==> src/core/emt_params.svh <==
`ifndef EMT_PARAMS_SVH
`define EMT_PARAMS_SVH

// Register indices; byte address is four times the index
`define EMT_IDX_CTRL 16'h0122
`define EMT_IDX_POS 16'h0126
`define EMT_IDX_PER 16'h0128
`define EMT_IDX_STAT 16'h0130
`define EMT_IDX_MASK 16'h0131

// Reset values
`define EMT_CTRL_RST 16'h0000
`define EMT_POS_RST 16'h0000
`define EMT_PER_RST 16'hFFFF

// Control field positions and writable bits
`define EMT_CTRL_WMASK 16'hAFFF
`define EMT_BIT_ERR 15
`define EMT_BIT_SIDL 13
`define EMT_BIT_DIR 11
`define EMT_MODE_HI 10
`define EMT_MODE_LO 8
`define EMT_BIT_DSRC 0

// Status and mask bit of the shared interrupt flag
`define EMT_BIT_FLAG 0

`endif

==> src/core/emt_pkg.sv <==
package emt_pkg;

   typedef enum logic [2:0]
   {
      EMT_MODE_OFF = 3'h0,
      EMT_MODE_TIMER = 3'h1,
      EMT_MODE_X2_IDX = 3'h4,
      EMT_MODE_X2_MAX = 3'h5,
      EMT_MODE_X4_IDX = 3'h6,
      EMT_MODE_X4_MAX = 3'h7
   } emt_mode_t;

   typedef enum logic [2:0]
   {
      EMT_BUS_IDLE = 3'b001,
      EMT_BUS_WRITE = 3'b010,
      EMT_BUS_READ = 3'b100
   } emt_bus_t;

endpackage

==> src/core/emt_timer.sv <==
// Local design decisions: register access over AHB-Lite and the register offsets.
`include "emt_params.svh"
`timescale 1ns/100ps
`default_nettype none

module emt_timer
   import emt_pkg::*;
(
   // Clock and reset
   input wire logic hclk,
   input wire logic hresetn,
   // AHB-Lite slave
   input wire logic hsel,
   input wire logic [31:0] haddr,
   input wire logic [1:0] htrans,
   input wire logic hwrite,
   input wire logic [2:0] hsize,
   input wire logic [31:0] hwdata,
   input wire logic hready,
   output logic hreadyout,
   output logic hresp,
   output logic [31:0] hrdata,
   // Encoder pins
   input wire logic phase_a_input,
   input wire logic phase_b_input,
   // Power state and other module events
   input wire logic cpu_sleep,
   input wire logic cpu_idle,
   input wire logic encoder_event,
   // Interrupt
   output logic irq
);

   emt_bus_t bus_q;
   logic [15:0] addr_idx_q;
   logic addr_ok_q;
   logic [15:0] ctrl_q;
   logic [15:0] pos_q;
   logic [15:0] per_q;
   logic flag_q;
   logic enable_q;
   logic a_s1_q;
   logic a_s2_q;
   logic a_s3_q;
   logic b_s1_q;
   logic b_s2_q;
   logic pend_q;
   logic hready_q;
   logic [31:0] hrdata_q;
   logic irq_q;

   logic accept;
   logic wr_now;
   logic pos_wr;
   logic per_wr;
   logic ctrl_wr;
   logic stat_wr;
   logic mask_wr;
   logic timer_mode;
   logic run;
   logic a_edge;
   logic cnt_evt;
   logic step;
   logic dir_up;
   logic match_evt;
   logic flag_d;
   logic enable_d;

   // Bus slave: writes finish with no wait, reads take one wait state
   assign accept = hsel && htrans[1] && hready;
   assign wr_now = (bus_q == EMT_BUS_WRITE) && addr_ok_q;
   assign ctrl_wr = wr_now && (addr_idx_q == `EMT_IDX_CTRL);
   assign pos_wr = wr_now && (addr_idx_q == `EMT_IDX_POS);
   assign per_wr = wr_now && (addr_idx_q == `EMT_IDX_PER);
   assign stat_wr = wr_now && (addr_idx_q == `EMT_IDX_STAT);
   assign mask_wr = wr_now && (addr_idx_q == `EMT_IDX_MASK);

   // Unmapped or misaligned transfers still finish with an OKAY response
   always_ff @(posedge hclk or negedge hresetn)
   begin
      if (!hresetn)
      begin
         bus_q <= EMT_BUS_IDLE;
         addr_idx_q <= 16'h0000;
         addr_ok_q <= 1'b0;
         hready_q <= 1'b1;
      end
      else if (bus_q == EMT_BUS_READ && !hready_q)
      begin
         hready_q <= 1'b1;
      end
      else if (accept)
      begin
         bus_q <= hwrite ? EMT_BUS_WRITE : EMT_BUS_READ;
         addr_idx_q <= haddr[17:2];
         addr_ok_q <= (haddr[31:18] == 14'h0000) && (haddr[1:0] == 2'h0);
         hready_q <= hwrite;
      end
      else
      begin
         bus_q <= EMT_BUS_IDLE;
         hready_q <= 1'b1;
      end
   end

   // Read data is built during the wait state, after any earlier write landed
   always_ff @(posedge hclk or negedge hresetn)
   begin
      if (!hresetn)
      begin
         hrdata_q <= 32'h0000_0000;
      end
      else if (bus_q == EMT_BUS_READ && !hready_q)
      begin
         hrdata_q <= 32'h0000_0000;
         if (addr_ok_q)
         begin
            unique case (addr_idx_q)
               `EMT_IDX_CTRL: hrdata_q[15:0] <= ctrl_q;
               `EMT_IDX_POS: hrdata_q[15:0] <= pos_q;
               `EMT_IDX_PER: hrdata_q[15:0] <= per_q;
               `EMT_IDX_STAT: hrdata_q[`EMT_BIT_FLAG] <= flag_q;
               `EMT_IDX_MASK: hrdata_q[`EMT_BIT_FLAG] <= enable_q;
               default: hrdata_q <= 32'h0000_0000;
            endcase
         end
      end
   end

   assign hreadyout = hready_q;
   assign hresp = 1'b0;
   assign hrdata = hrdata_q;

   // Control register; stop-in-idle comes out of reset cleared
   always_ff @(posedge hclk or negedge hresetn)
   begin
      if (!hresetn)
      begin
         ctrl_q <= `EMT_CTRL_RST;
      end
      else if (ctrl_wr)
      begin
         ctrl_q <= hwdata[15:0] & `EMT_CTRL_WMASK;
      end
   end

   // Phase A has a third stage so that its rising edge can be found
   // Pin synchronisers; first stages feed only the second stages
   always_ff @(posedge hclk or negedge hresetn)
   begin
      if (!hresetn)
      begin
         a_s1_q <= 1'b0;
         a_s2_q <= 1'b0;
         a_s3_q <= 1'b0;
         b_s1_q <= 1'b0;
         b_s2_q <= 1'b0;
      end
      else
      begin
         a_s1_q <= phase_a_input;
         a_s2_q <= a_s1_q;
         a_s3_q <= a_s2_q;
         b_s1_q <= phase_b_input;
         b_s2_q <= b_s1_q;
      end
   end

   assign timer_mode = (ctrl_q[`EMT_MODE_HI:`EMT_MODE_LO] == EMT_MODE_TIMER);
   // Sleep always halts; idle halts only with stop-in-idle set
   assign run = timer_mode && !cpu_sleep && !(cpu_idle && ctrl_q[`EMT_BIT_SIDL]);
   assign a_edge = a_s2_q && !a_s3_q;
   assign cnt_evt = a_edge || pend_q;
   assign step = run && cnt_evt && !pos_wr && !per_wr;
   assign dir_up = ctrl_q[`EMT_BIT_DSRC] ? b_s2_q : ctrl_q[`EMT_BIT_DIR];
   assign match_evt = step && (dir_up ? (pos_q == per_q) : (pos_q == 16'h0000));

   // A count edge colliding with a count or period write is replayed next cycle
   always_ff @(posedge hclk or negedge hresetn)
   begin
      if (!hresetn)
      begin
         pend_q <= 1'b0;
      end
      else if (run)
      begin
         pend_q <= cnt_evt && (pos_wr || per_wr);
      end
   end

   // Count register is shared with encoder mode and kept across mode changes
   always_ff @(posedge hclk or negedge hresetn)
   begin
      if (!hresetn)
      begin
         pos_q <= `EMT_POS_RST;
      end
      else if (pos_wr)
      begin
         pos_q <= hwdata[15:0];
      end
      else if (step)
      begin
         if (dir_up)
         begin
            pos_q <= (pos_q == per_q) ? 16'h0000 : pos_q + 16'h0001;
         end
         else
         begin
            pos_q <= (pos_q == 16'h0000) ? per_q : pos_q - 16'h0001;
         end
      end
   end

   always_ff @(posedge hclk or negedge hresetn)
   begin
      if (!hresetn)
      begin
         per_q <= `EMT_PER_RST;
      end
      else if (per_wr)
      begin
         per_q <= hwdata[15:0];
      end
   end

   // Shared flag: set wins over a write-one clear
   always_comb
   begin
      flag_d = flag_q;
      if (stat_wr && hwdata[`EMT_BIT_FLAG])
      begin
         flag_d = 1'b0;
      end
      if (match_evt || (encoder_event && !cpu_sleep))
      begin
         flag_d = 1'b1;
      end
      enable_d = mask_wr ? hwdata[`EMT_BIT_FLAG] : enable_q;
   end

   always_ff @(posedge hclk or negedge hresetn)
   begin
      if (!hresetn)
      begin
         flag_q <= 1'b0;
         enable_q <= 1'b0;
         irq_q <= 1'b0;
      end
      else
      begin
         flag_q <= flag_d;
         enable_q <= enable_d;
         irq_q <= flag_d && enable_d;
      end
   end

   assign irq = irq_q;

   // Checks
   // Most checks look one edge after the cause, at registered state

   a_mode_select: assert property (@(posedge hclk) disable iff (!hresetn)
      (!timer_mode && !pos_wr) |=> $stable(pos_q))
      else $error("count moved outside timer mode");

   a_edge_sync: assert property (@(posedge hclk) disable iff (!hresetn)
      (a_edge && !pend_q) |-> ($past(phase_a_input, 2) && !$past(phase_a_input, 3)))
      else $error("count edge not from synchronised phase A");

   a_count_up: assert property (@(posedge hclk) disable iff (!hresetn)
      (step && dir_up && pos_q != per_q) |=> (pos_q == $past(pos_q) + 16'h0001))
      else $error("up count did not increment");

   a_count_down: assert property (@(posedge hclk) disable iff (!hresetn)
      (step && !dir_up && pos_q != 16'h0000) |=> (pos_q == $past(pos_q) - 16'h0001))
      else $error("down count did not decrement");

   a_dir_source: assert property (@(posedge hclk) disable iff (!hresetn)
      ctrl_q[`EMT_BIT_DSRC] |-> (dir_up == $past(phase_b_input, 2)))
      else $error("direction not taken from phase B");

   a_wrap_match: assert property (@(posedge hclk) disable iff (!hresetn)
      (step && dir_up && pos_q == per_q) |=> (pos_q == 16'h0000 && flag_q))
      else $error("period match did not wrap and flag");

   a_under_reload: assert property (@(posedge hclk) disable iff (!hresetn)
      (step && !dir_up && pos_q == 16'h0000) |=> (pos_q == $past(per_q) && flag_q))
      else $error("underflow did not reload period");

   a_sleep_halt: assert property (@(posedge hclk) disable iff (!hresetn)
      (cpu_sleep && !pos_wr) |=> ($stable(pos_q) && (!flag_q || $past(flag_q))))
      else $error("activity during sleep");

   a_idle_stop: assert property (@(posedge hclk) disable iff (!hresetn)
      (cpu_idle && ctrl_q[`EMT_BIT_SIDL] && !pos_wr) |=> $stable(pos_q))
      else $error("counted in idle with stop bit set");

   a_idle_run: assert property (@(posedge hclk) disable iff (!hresetn)
      (timer_mode && cpu_idle && !cpu_sleep && !ctrl_q[`EMT_BIT_SIDL]) |-> run)
      else $error("timer halted in idle with stop bit clear");

   a_pend_replay: assert property (@(posedge hclk) disable iff (!hresetn)
      (run && a_edge && pos_wr) |=> (pend_q && pos_q == $past(hwdata[15:0])))
      else $error("colliding count edge was dropped");

   a_flag_sticky: assert property (@(posedge hclk) disable iff (!hresetn)
      (flag_q && !(stat_wr && hwdata[`EMT_BIT_FLAG])) |=> flag_q)
      else $error("flag cleared without software");

   a_irq_gate: assert property (@(posedge hclk) disable iff (!hresetn)
      irq_q == (flag_q && enable_q))
      else $error("interrupt not gated by enable");

   a_reset_idle: assert property (@(posedge hclk)
      $rose(hresetn) |-> !ctrl_q[`EMT_BIT_SIDL])
      else $error("stop-in-idle not cleared by reset");

   // Flag, write, direction, sleep, replay and interrupt mask checks
   a_match_flag: assert property (@(posedge hclk) disable iff (!hresetn)
      match_evt |=> flag_q)
      else $error("period match did not set flag");

   a_event_flag: assert property (@(posedge hclk) disable iff (!hresetn)
      (encoder_event && !cpu_sleep) |=> flag_q)
      else $error("module event did not set flag");

   a_flag_clear: assert property (@(posedge hclk) disable iff (!hresetn)
      (stat_wr && hwdata[`EMT_BIT_FLAG] && !match_evt && !encoder_event) |=> !flag_q)
      else $error("write-one did not clear flag");

   a_dir_bit: assert property (@(posedge hclk) disable iff (!hresetn)
      !ctrl_q[`EMT_BIT_DSRC] |-> (dir_up == ctrl_q[`EMT_BIT_DIR]))
      else $error("direction not taken from control bit");

   a_sleep_count: assert property (@(posedge hclk) disable iff (!hresetn)
      (cpu_sleep && !pos_wr) |=> $stable(pos_q))
      else $error("timer counted during sleep");

   a_write_lands: assert property (@(posedge hclk) disable iff (!hresetn)
      pos_wr |=> (pos_q == $past(hwdata[15:0])))
      else $error("count write did not land");

   a_period_write: assert property (@(posedge hclk) disable iff (!hresetn)
      per_wr |=> (per_q == $past(hwdata[15:0])))
      else $error("period write did not land");

   a_pend_clear: assert property (@(posedge hclk) disable iff (!hresetn)
      (pend_q && run && !pos_wr && !per_wr && !a_edge) |=> !pend_q)
      else $error("replayed count edge applied twice");

   a_irq_mask: assert property (@(posedge hclk) disable iff (!hresetn)
      !enable_q |-> !irq_q)
      else $error("interrupt raised while disabled");

endmodule

`default_nettype wire

==> config.mk <==
export PLATFORM = sky130hd
export DESIGN_NAME = emt_timer
export DESIGN_NICKNAME = d
export VERILOG_FILES = /design/src/core/emt_pkg.sv /design/src/core/emt_timer.sv
export VERILOG_INCLUDE_DIRS = /design/src /design/src/core
export SDC_FILE = /design/constraint.sdc
export NUM_CORES = 1
export LEC_CHECK = 0
export BUFFER_PORTS_ARGS = -buffer_cell sky130_fd_sc_hd__buf_2
export CAP_MARGIN = 20
export CORE_UTILIZATION = 55
export CTS_CLUSTER_SIZE = 8
export DETAILED_ROUTE_END_ITERATION = 8
export PLACE_DENSITY_LB_ADDON = 0.3
export SLEW_MARGIN = 20
export SYNTH_ARGS = -nofsm -noshare
export SYNTH_HDL_FRONTEND = slang
export SYNTH_SLANG_ARGS = --single-unit
==> constraint.sdc <==
create_clock -name hclk -period 5.6 [get_ports hclk]
set_input_delay 0.56 -clock hclk [delete_from_list [all_inputs] [get_ports hclk]]
set_output_delay 0.56 -clock hclk [all_outputs]
set_load 0.02 [all_outputs]
==> summary.txt <==
Fin. Hold Viols = 0
vias = 4564
Final period util = 55.5%
nets@finish = 688
power density over the cells = 257 nW/um^2
antenna violations before repair = 0
FILL cells = 793
dominant synthesized flop cell = dfrtp_1
ANT cells = 0
Synthesis Warnings = 0
slowest cell delay on critical path = 840 ps
Final min period = 3110 ps
critical path type = flip-flop to flip-flop
DIE AREA = 9840 sq um
Yosys top cell area share = 35.7%
Chip Width = 99.2 um
max-slew violations = 0
WL final = 14.3 mm
setup ws final = 2490 ps
clk buf depth = 2
Post-DP Area = 5540 sq um
vias in the first global route = 4550
Util after Layout = 62.6%
clock buffer count from CTS = 9
Critical-path top delay cell = nor2_1
worst path cell trace = nor4_1 -> nand4_1 -> nor2_1 -> buf_4 -> mux2_2
worst slew pin tran = 1130 ps
Fin Setup TNS = 0 ps
DRT Pass-1 Iters = 9
Reg area = 2320 sq um
cell area after layout = 5750 sq um
cell family with most CP delay = simple AND/OR/NAND/NOR gates
routability cong. = 0.974
multi-input combinational cell area = 2620 sq um
pre-CTS setup slack = 2540 ps
final hold slack = 99.4 ps
#FFs+latches synth = 92
slew margin rel. = 24.9%
Min-Delay Path Class = input pin to asynchronous set/reset pin
CP required = 5890 ps
leading area contributor after synthesis = dfrtp_1
RSZ-0062 raised after global routing = no
count of maximum capacitance violations = 0
Critical Path AT = 3400 ps
r2r endpoint = per_q[1]$_DFFE_PN1P_
H-tree depth = 3
post-synthesis cell count = 547
Resized Gates After CTS = 0
maximum number of pins on one net before global-route repair = 63
final setup violation count = 0
R2R Path Start = addr_idx_q[9]$_DFFE_PN0P_
peak supply drop = 0.127 mV
Bufs and invs on worst path = 1
first-pass GRT wire length = 23.4 mm
IO Pins = 114
fmax = 322 MHz
# DRC = 0
Routed Antenna Nets = 0
Clock Skews = 14.8 ps
top post-synthesis cells by area = dfrtp_1, dfstp_2, nand2_1, mux2_2, xor2_1
GRT overflow = 0
type of origin of the critical path = flip-flop
Netlist cell types = 61
status = finished clean
root buffer cell = clkbuf_8
CTS tree = yes
Die Y-Extent = 99.2 um
sequential share of the synthesized area = 44.8%
Reg clk slew, reported paths = 100 ps
Leakage = 0.00253 uW
Vias per Instance = 6.32
Clock Latency Late Sink = 370 ps
CP max FO = 9
Hold Buf Count CTS = 0
Row Count = 35
post-DP HPWL = 10.2 mm
Async SR Flop Fraction = 100%
Post-synth EDFFs = 0
Core Box Area = 9200 sq um
Num Clock Sinks = 92
wire per inst = 19.9 um
initial drt markers = 506
Starting Density = 56.5%
# Post-CTS Setup Buffers = 0
CP Capture Type = flip-flop
port bufs = 76
GRT Overall Usage = 31.3%
Post-Syn Area = 5190 sq um
reg2reg setup slack = 2490 ps
R2R depth = 5
Mapped Avg Cell Area = 9.49 sq um
layout cells sized above 1 = 26.4%
Layout area overhead = 10.8%
==> cells in the final DEF, fill, tap and decap left out, drive strengths merged, types with 5 or more instances in the layout <==
master and instances:
dfstp 18, nor2 25, a22oi 5, mux2 30
dfrtp 74, buf 83, a211oi 5, nand4 5
xnor2 9, o211ai 7, nand2b 6, nand2 96
or4 6, a21oi 22, inv 10, nor4b 5
nand3 10, o21ai 29, nor4 15, xor2 21
clkbuf 10, o22ai 7, a222oi 14, nor3 11
conb 17, or3 8
==> metrics by stage <==
| stage | power, uW | instances |
|---|---|---|
| 2_1_floorplan | 960 | 563 |
| 3_3_place_gp | 1020 | 705 |
| 3_5_place_dp | 1030 | 705 |
| 4_1_cts | 1480 | 721 |
| 5_1_grt | 1550 | 722 |
| 6_report | 1480 | 722 |
==> sequential cells by signal (all words and copies together) (netlist names) <==
signal and flops:
addr_idx_q 16, hrdata 16, per_q 16, pos_q 16
ctrl_q 14, bus_q 3, a_s1_q 1, a_s2_q 1
a_s3_q 1, addr_ok_q 1, b_s1_q 1, b_s2_q 1
enable_q 1, flag_q 1, hreadyout 1, irq 1
pend_q 1
==> layer usage <==
| layer | wire, um | vias up | global-route usage [%] |
|---|---|---|---|
| met5 | 0 | - | 0 |
| met4 | 502 | 0 | 14.9 |
| met3 | 1070 | 43 | 5.34 |
| met2 | 6840 | 219 | 49.9 |
| met1 | 5920 | 2208 | 41.9 |
| li1 | - | 2094 | - |
==> final cells by class <==
class	instances	area share (%)
clock inverter	6	1.26
inverter	9	0.587
multi-input combinational	411	45.6
sequential	92	40.4
clock buffer	10	2.22
timing repair buffer	83	7.57
tap	111	2.41
==> logic make-up after synthesis <==
family / count (synthesis) / share of synthesized area (%)
compound gates: 123 / 16.6
xor+xnor: 30 / 5.06
fa+ha+maj: 3 / 0.723
buf+inv: 60 / 6.09
flops: 92 / 44.8
mux: 33 / 7.08
other cells: 1 / 0.0722
simple gates: 205 / 19.6
==> worst max-delay path by stage <==
stage / to / slack, ps / start / depth (start not counted)
final: per_q[1]$_DFFE_PN1P_ / 2490 / addr_idx_q[9]$_DFFE_PN0P_ / 5
after global placement: per_q[4]$_DFFE_PN1P_ / 2630 / addr_ok_q$_DFFE_PN0P_ / 5
after global routing: per_q[1]$_DFFE_PN1P_ / 2210 / addr_idx_q[9]$_DFFE_PN0P_ / 5
after floorplan: pos_q[8]$_DFFE_PN0P_ / 3170 / pos_q[12]$_DFFE_PN0P_ / 9
after CTS: per_q[0]$_DFFE_PN1P_ / 2510 / addr_idx_q[9]$_DFFE_PN0P_ / 5
after detailed placement: per_q[4]$_DFFE_PN1P_ / 2540 / addr_idx_q[9]$_DFFE_PN0P_ / 5
==> power by group <==
part / switching (uW) / internal [uW] / leakage [uW]
sequential: 77.1 / 709 / 0.00111
clock: 246 / 210 / 0.0000971
combinational: 136 / 102 / 0.00132
total: 460 / 1020 / 0.00253
==> cells in the mapped netlist (4+ instances only) <==
master and count:
o211ai_1 7, and2_1 4, nand3_1 10, a222oi_1 14
nand4_1 5, dfrtp_1 74, or3_1 8, nor4_1 15
o31a_1 4, xor2_1 21, dfstp_2 18, o21ai_0 28
nand2_1 96, nand2b_1 6, buf_4 17, a22oi_1 5
mux2_2 30, nor4b_1 5, o22ai_1 7, nor3_1 10
clkbuf_1 27, nor2_1 25, xnor2_1 9, buf_2 4
a221oi_1 4, or4_1 4, a21oi_1 22, a211oi_1 5
inv_1 9
==> worst register-to-register path: stages (launching register included) <==
cell and delay, ps:
dfrtp_1 390, nor4_1 770, nand4_1 340, nor2_1 840
buf_4 340, mux2_2 350
No activity file was read; power rests on OpenSTA's default activity.
